`src/pkg/erase_status_defines.svh`:
```
// Purpose: Bit positions, reset values and field constants of the erase
//          status flags.
// Assumes: Included by bare name; definitions only.
// Notes:   Positions follow the volatile status register layout.
`ifndef ERASE_STATUS_DEFINES_SVH
`define ERASE_STATUS_DEFINES_SVH

`define STAT_READY_BIT     3'h7
`define STAT_SUSPEND_BIT   3'h6
`define STAT_ERASE_ERR_BIT 3'h5
`define STAT_ERR_RESET     1'h0
`define STAT_SUSPEND_RESET 1'h0
`define STAT_READY_RESET   1'h1
`define STAT_WIDTH         8

`endif

```
`src/pkg/erase_status_pkg.sv`:
```
// Purpose: Types shared by the erase status flag logic.
// Assumes: Nothing beyond the defines header.
// Notes:   Event and status structs carry related signals together.
package erase_status_pkg;

  // Events reported by the erase engine and the command decoder.
  typedef struct packed {
    logic erase_done;      // Erase finished this cycle.
    logic erase_fail;      // Finished erase failed.
    logic erase_protected; // Erase refused on a protected sector.
    logic clear_status;    // Clear-status command decoded.
    logic soft_reset;      // Software reset decoded.
  } erase_event_s;

  // Flag snapshot presented to the status read path.
  typedef struct packed {
    logic device_ready_flag;
    logic erase_suspended_flag;
    logic erase_error_flag;
  } status_flags_s;

  // Device activity states.
  typedef enum logic [2:0] {
    ST_STANDBY = 3'h1,
    ST_BUSY    = 3'h2,
    ST_ERRHOLD = 3'h4
  } dev_state_e;

endpackage

```
`src/hdl/erase_status_flags.sv`:
```
// Contract
// - Error flag shows any failed erase since the last clear, 1 fails
// - Protected-sector erase request sets the error flag
// - Error sticks until clear-status or reset
// - No return to standby while error set
// - Suspended flag reads 1 while erase suspended
// - Ready flag 0 busy, 1 standby
//
// Purpose: Erase error, erase suspend and ready flags of the volatile
//          status register.
// Assumes: All inputs synchronous to clk; host reads status_byte.
// Notes:   Flags are read-only; only clear-status and resets clear the error flag.
`timescale 1ns/100ps
`include "erase_status_defines.svh"
module erase_status_flags
  import erase_status_pkg::*;
(
  // Clock and reset.
  input  wire logic          clk,
  input  wire logic          srst,
  // Erase engine events and levels.
  input  wire erase_event_s  ev,
  input  wire logic          op_active,
  input  wire logic          erase_in_suspend,
  // Status outputs.
  output status_flags_s      flags,
  output logic [7:0]         status_byte
);

  ////////////////////////////////////////////////////////////////////////
  // Erase error flag.

  logic err_set;
  logic err_clr;
  logic err_flag;

  // Failure or protected request sets; clear-status or soft reset clears.
  assign err_set = (ev.erase_done & ev.erase_fail)
                 | ev.erase_protected;
  assign err_clr = ev.clear_status | ev.soft_reset;

  // Only clear-status or a reset may drop a set error; a later passing
  // erase must not hide the failure from the host.
  logic err_clr_all;
  assign err_clr_all = err_clr;

  sticky_flag #(.RESET_VAL(`STAT_ERR_RESET)) u_err
  (
    .clk      (clk),
    .srst     (srst),
    .set      (err_set),
    .clr      (err_clr_all),
    .flag_reg (err_flag)
  );

  ////////////////////////////////////////////////////////////////////////
  // Suspend flag and device state.

  logic       susp_reg;
  logic       susp_next;
  dev_state_e state_reg;
  dev_state_e state_next;

  assign susp_next = ev.soft_reset ? `STAT_SUSPEND_RESET
                                   : erase_in_suspend;

  // Error hold keeps the device out of standby until the flag clears.
  always_comb
  begin
    state_next = state_reg;
    case (state_reg)
      ST_STANDBY:
        if (err_set)
          state_next = ST_ERRHOLD;
        else if (op_active)
          state_next = ST_BUSY;
      ST_BUSY:
        if (err_set)
          state_next = ST_ERRHOLD;
        else if (!op_active)
          state_next = ST_STANDBY;
      ST_ERRHOLD:
        if (err_clr && !err_set)
          state_next = op_active ? ST_BUSY : ST_STANDBY;
      default:
        state_next = ST_STANDBY;
    endcase
  end

  // Registered flags and state; srst also returns to standby.
  always_ff @(posedge clk)
  begin
    if (srst)
    begin
      susp_reg  <= `STAT_SUSPEND_RESET;
      state_reg <= ST_STANDBY;
    end
    else
    begin
      susp_reg  <= susp_next;
      state_reg <= state_next;
    end
  end

  ////////////////////////////////////////////////////////////////////////
  // Output registers.

  status_flags_s flags_next;
  logic [7:0]    byte_next;

  // Ready is 1 only in standby, never while the error is held.
  assign flags_next.device_ready_flag    = (state_next == ST_STANDBY);
  assign flags_next.erase_suspended_flag = susp_next;
  assign flags_next.erase_error_flag     =
    err_set | (err_flag & ~err_clr_all);

  always_comb
  begin
    byte_next = 8'h00;
    byte_next[`STAT_READY_BIT]     = flags_next.device_ready_flag;
    byte_next[`STAT_SUSPEND_BIT]   = flags_next.erase_suspended_flag;
    byte_next[`STAT_ERASE_ERR_BIT] = flags_next.erase_error_flag;
  end

  // Outputs straight from flip-flops, aligned with internal flag state.
  always_ff @(posedge clk)
  begin
    if (srst)
    begin
      flags       <= '{`STAT_READY_RESET, `STAT_SUSPEND_RESET,
                       `STAT_ERR_RESET};
      status_byte <= 8'h80;
    end
    else
    begin
      flags       <= flags_next;
      status_byte <= byte_next;
    end
  end

endmodule

```
`src/hdl/sticky_flag.sv`:
```
// Purpose: One sticky status bit with set priority over clear.
// Assumes: Synchronous active-high reset.
// Notes:   A set in the clearing cycle wins so no event is lost.
`timescale 1ns/100ps
module sticky_flag
#(
  parameter logic RESET_VAL = 1'h0
)
(
  // Clock and reset.
  input  wire logic clk,
  input  wire logic srst,
  // Control.
  input  wire logic set,
  input  wire logic clr,
  // State.
  output logic      flag_reg
);

  logic flag_next;

  // Set beats clear; clear beats hold.
  assign flag_next = set ? 1'h1 : (clr ? 1'h0 : flag_reg);

  // Flag storage.
  always_ff @(posedge clk)
  begin
    if (srst)
      flag_reg <= RESET_VAL;
    else
      flag_reg <= flag_next;
  end

endmodule

```
`config.mk`:
```
export PLATFORM = sky130hd
export DESIGN_NAME = erase_status_flags
export DESIGN_NICKNAME = d
export VERILOG_FILES = /design/src/pkg/erase_status_pkg.sv /design/src/hdl/erase_status_flags.sv /design/src/hdl/sticky_flag.sv
export VERILOG_INCLUDE_DIRS = /design/src /design/src/pkg
export SDC_FILE = /design/constraint.sdc
export NUM_CORES = 1
export LEC_CHECK = 0
export CAP_MARGIN = 25
export CELL_PAD_IN_SITES_DETAIL_PLACEMENT = 2
export CELL_PAD_IN_SITES_GLOBAL_PLACEMENT = 2
export CORE_AREA = 2 2 39 41
export CTS_CLUSTER_DIAMETER = 80
export DETAILED_ROUTE_END_ITERATION = 10
export DIE_AREA = 0 0 41 43
export DONT_BUFFER_PORTS = 1
export GPL_ROUTABILITY_DRIVEN = 0
export PLACE_DENSITY_LB_ADDON = 0.08
export SLEW_MARGIN = 25
export SYNTH_ARGS = -nofsm -noshare
export SYNTH_HDL_FRONTEND = slang
export SYNTH_SLANG_ARGS = --single-unit
```
`constraint.sdc`:
```
create_clock -name clk -period 1.6 [get_ports clk]
set_input_delay 0.32 -clock clk [delete_from_list [all_inputs] [get_ports clk]]
set_output_delay 0.32 -clock clk [all_outputs]
set_load 0.02 [all_outputs]
```
# Word-level counts from Yosys, hierarchy flattened
# Index checks and enable logic that the tools add are counted.
# totals
ff_bits	15
elab_cells	30
# classes
n_eq_ne	4
muxes	10
n_bitwise	6
n_reduce_logical	3
# ops
cell	count
$mux W3	5
$pmux W3 S3	1
$eq A3 B1 Y1 const B	2
$eq A3 B2 Y1 const B	1
$eq A3 B3 Y1 const B	1
$mux W1	3
$or A1 B1 Y1	3
$and A1 B1 Y1	2
$mux W2	1
$reduce_bool A2 Y1	1
$logic_and A1 B1 Y1	1
$logic_not A1 Y1	1
$not A1 Y1	1

# Depth between registers and ports, before layout
# depth
ltp_word	7
ltp_mapped	3

# By module
# From an unflattened synthesis, not the netlist that was laid out.
# hier_totals
hier_cells	42
hier_area_um2	370.4
# modules_own_cells
module	n_inst	cells_each	area_per_inst_um2	seq_area_each_um2
erase_status_flags	1	38	331.6	120.1
sticky_flag	1	4	38.8	20.0

# Worst setup path before layout
# No wires, ideal clock.
# synth_path
kind	register to register
from	register state_reg[2]
to	register flags[2] (netlist bit)
setup_time_ns	0.125
arrival_time_ns	0.890
required_ns	1.475
slack_ns	0.585
stages_incl_launch_ff	4
path_buffers	0
path_cell_list	dfxtp_1 > o21ai_1 > o311ai_4 > o21bai_1
# synth_via
elab_chain_cells	4
word_cells_on_any_way	10
# synth_lines
element	line_no	source
from (decl)	erase_status_flags.sv:61	dev_state_e state_reg;
from (signal assigned)	erase_status_flags.sv:101	state_reg <= state_next;
$mux W3, on equally long branches	erase_status_flags.sv:80, erase_status_flags.sv:75	
$mux W3, on equally long branches	erase_status_flags.sv:78, erase_status_flags.sv:73	
$pmux W3 S3 *	erase_status_flags.sv:71	case (state_reg)
$eq A3 B1 Y1 *	erase_status_flags.sv:112	assign flags_next.device_ready_flag = (state_next == ST_STANDBY);
to (signal assigned)	erase_status_flags.sv:130	flags <= '{`STAT_READY_RESET, `STAT_SUSPEND_RESET,
to (signal assigned)	erase_status_flags.sv:136	flags <= flags_next;
to (decl)	erase_status_flags.sv:26	output status_flags_s flags,
# Every way passes the cells marked *; elsewhere a longest branch is shown, timed or not.
# A chain may end at the register's enable or synchronous reset.

# Final worst setup path
# layout_path
from	register state_reg[2]
to	register state_reg[1]
# layout_via
elab_chain_cells	2
word_cells_on_any_way	4
# layout_lines
element	line_no
$eq A3 B3 Y1 (tied with other cells)	erase_status_flags.sv:71
$pmux W3 S3 *	erase_status_flags.sv:71
# Marked as above.

==> flow_summary.json <==
{
  "port_buffers": 0,
  "reg2reg_to": "state_reg[1]",
  "finClkSkew_ns": 0.00405,
  "grt-ovfl-total": 0,
  "synth-main-ff-cell": "dfxtp_1",
  "reg2reg_setup_slack_ns": 0.46,
  "synth-edff-count": 0,
  "hpwl_um": 557,
  "worstSetupPathType": "register to register",
  "die_w_um": 41,
  "rr_worst_depth": 3,
  "avgRoutedWirePerCell_um": 13.1,
  "first_iter_violations": 0,
  "cp_max_fo": 4,
  "synth_area_leader_cell": "dfxtp_1",
  "avgSynthCellArea_sq_um": 9.77,
  "row_count": 14,
  "path_clk_slew_ns": 0.06,
  "insertion_delay_ns": 0.25,
  "postCtsSetupBuffers": 0,
  "ios": 20,
  "synth_seq_area_share_pct": 38.8,
  "hold_ws_ns": 0.130,
  "cts-root-buf": "clkbuf_4",
  "holdPathEnd": "status_byte[5]",
  "die_area_sq_um": 1760,
  "hold_class": "input port to register",
  "drt_pass1_iterations": 1,
  "die_y_um": 43,
  "antenna_found_initial": 0,
  "ys_top_cells_by_count": "buf_4 (8), dfxtp_1 (7), a21oi_1 (4)",
  "grtUsageMet3_pct": 5.76,
  "cts_tree": "yes",
  "async_flop_share_pct": 0,
  "worst_setup_path_end_kind": "register",
  "yosysUniqueCellTypes": 18,
  "synth_top_area_share_pct": 38.8,
  "drv_slew": 0,
  "status": "finished, final reports clean",
  "core_area_sq_um": 1380,
  "startpoint_type": "register",
  "cp.arrival_ns": 1.30,
  "grt_max_degree": 5,
  "power_mw": 0.463,
  "htreeDepth": 1,
  "maxCapViolations": 0,
  "grt.busiest_layer": "met2",
  "holdBufCountCts": 0,
  "n_antenna_cell": 0,
  "use_met1_pct": 11.6,
  "drc": 0,
  "synthTopCellsByArea": "dfxtp_1 (39%), buf_4 (17%), o311ai_4 (7.3%), a21oi_1 (5.5%), nor4b_2 (4.2%)",
  "clock-sinks": 7,
  "peakVddDrop_mv": 0.432,
  "wl_um": 696,
  "syn_to_final_growth_pct": 0.346,
  "finalHoldViolCount": 0,
  "r2r_start": "state_reg[2]",
  "period_needed_ns": 1.14,
  "required_ns": 1.77,
  "netlist_area_sq_um": 362,
  "hold_depth": 1,
  "powerDensity_nw_per_um2": 1280,
  "setup_viol": 0,
  "synthMostInstantiatedCell": "buf_4",
  "finalCritPeriodShare_pct": 71.0,
  "num_vias": 229,
  "final_util_pct": 26.2,
  "use_met2_pct": 13.1,
  "ys_ff_latch": 7,
  "cts.path.max_buffers": 2,
  "vias_per_cell": 4.32,
  "start_util_pct": 26.1,
  "ant_nets": 0,
  "min-delay-start": "srst",
  "grt_pass1_wl_um": 1120,
  "setup_tns_ns": 0,
  "yosysWarnings": 0,
  "rsz0062_at_grt": "false",
  "synth_cells": 37,
  "grt_pass1_vias": 255,
  "ctsResizeCount": 0,
  "drive_gt1_share_pct": 18.9,
  "final_nets": 47,
  "fmax_mhz": 881,
  "largest_register_ffs": 3,
  "cts_buffers": 3,
  "track_usage_pct": 9.85,
  "p_leak_nw": 0.133
}
layout by cell type, fill, tap and decap left out:
cell type | synthesis | layout
and2b_4 | 1 | 1
o21bai_1 | 2 | 2
nor2b_1 | 1 | 1
nor4b_2 | 1 | 1
inv_1 | 1 | 1
nor3b_1 | 1 | 1
conb_1 | 1 | 5
o311ai_4 | 1 | 1
o21ai_1 | 1 | 1
clkbuf_1 | 0 | 1
clkbuf_4 | 0 | 3
a211oi_2 | 1 | 1
nand2_1 | 3 | 3
a211oi_1 | 1 | 1
nand3b_1 | 1 | 1
a21oi_1 | 4 | 4
dfxtp_1 | 7 | 7
nor2_1 | 1 | 1
or2_1 | 1 | 1
per-layer routing:
metal	routed length (um)	part of all wire, %
met1	262	38
met2	343	49
met3	85	12
met4	5	0.72
met5	0	0
where the power goes:
| group | switching (mW) | internal (mW) | total, mW |
|---|---|---|---|
| logic | 0.0432 | 0.0299 | 0.0731 |
| registers | 0.0308 | 0.193 | 0.224 |
| clock network | 0.0708 | 0.0956 | 0.166 |
worst max-delay path, cell delays in order (launching register included):
cell and delay (ns):
dfxtp_1 0.32, o21ai_1 0.31, o311ai_4 0.19, nor4b_2 0.23
cells by family after synthesis:
group	Yosys count	synth area share, %
other cells	1	1.04
buf+inv	9	17.6
compound gates	10	23.9
simple gates	10	18.7
flops	7	38.8
through the flow:
stage	instance area (sq um)	worst slack, ns	cells
final	363	0.465	53
after global routing	363	0.373	53
after CTS	363	0.430	53
after detailed placement	337	0.456	49
after global placement	337	0.453	49
after floorplan	377	0.585	41
how the worst max path moves through the flow:
stage | start | endpoint | slack (ns) | depth (start not counted)
detailed placement | state_reg[2] | state_reg[1] | 0.46 | 3
CTS | state_reg[2] | state_reg[1] | 0.43 | 3
floorplan | state_reg[2] | flags[2] | 0.59 | 3
finish | state_reg[2] | state_reg[1] | 0.46 | 3
global route | state_reg[2] | state_reg[1] | 0.37 | 3
global placement | state_reg[2] | state_reg[1] | 0.45 | 3
area by class of cell:
| cell class | instances | area, sq um |
|---|---|---|
| fillers | 162 | 1020 |
| multi-input cells | 25 | 173 |
| inverters | 1 | 3.75 |
| clock buffers | 4 | 26.3 |
| flip-flops and latches | 7 | 140 |
| well taps | 16 | 20.0 |
No activity file was read; power rests on OpenSTA's default activity.
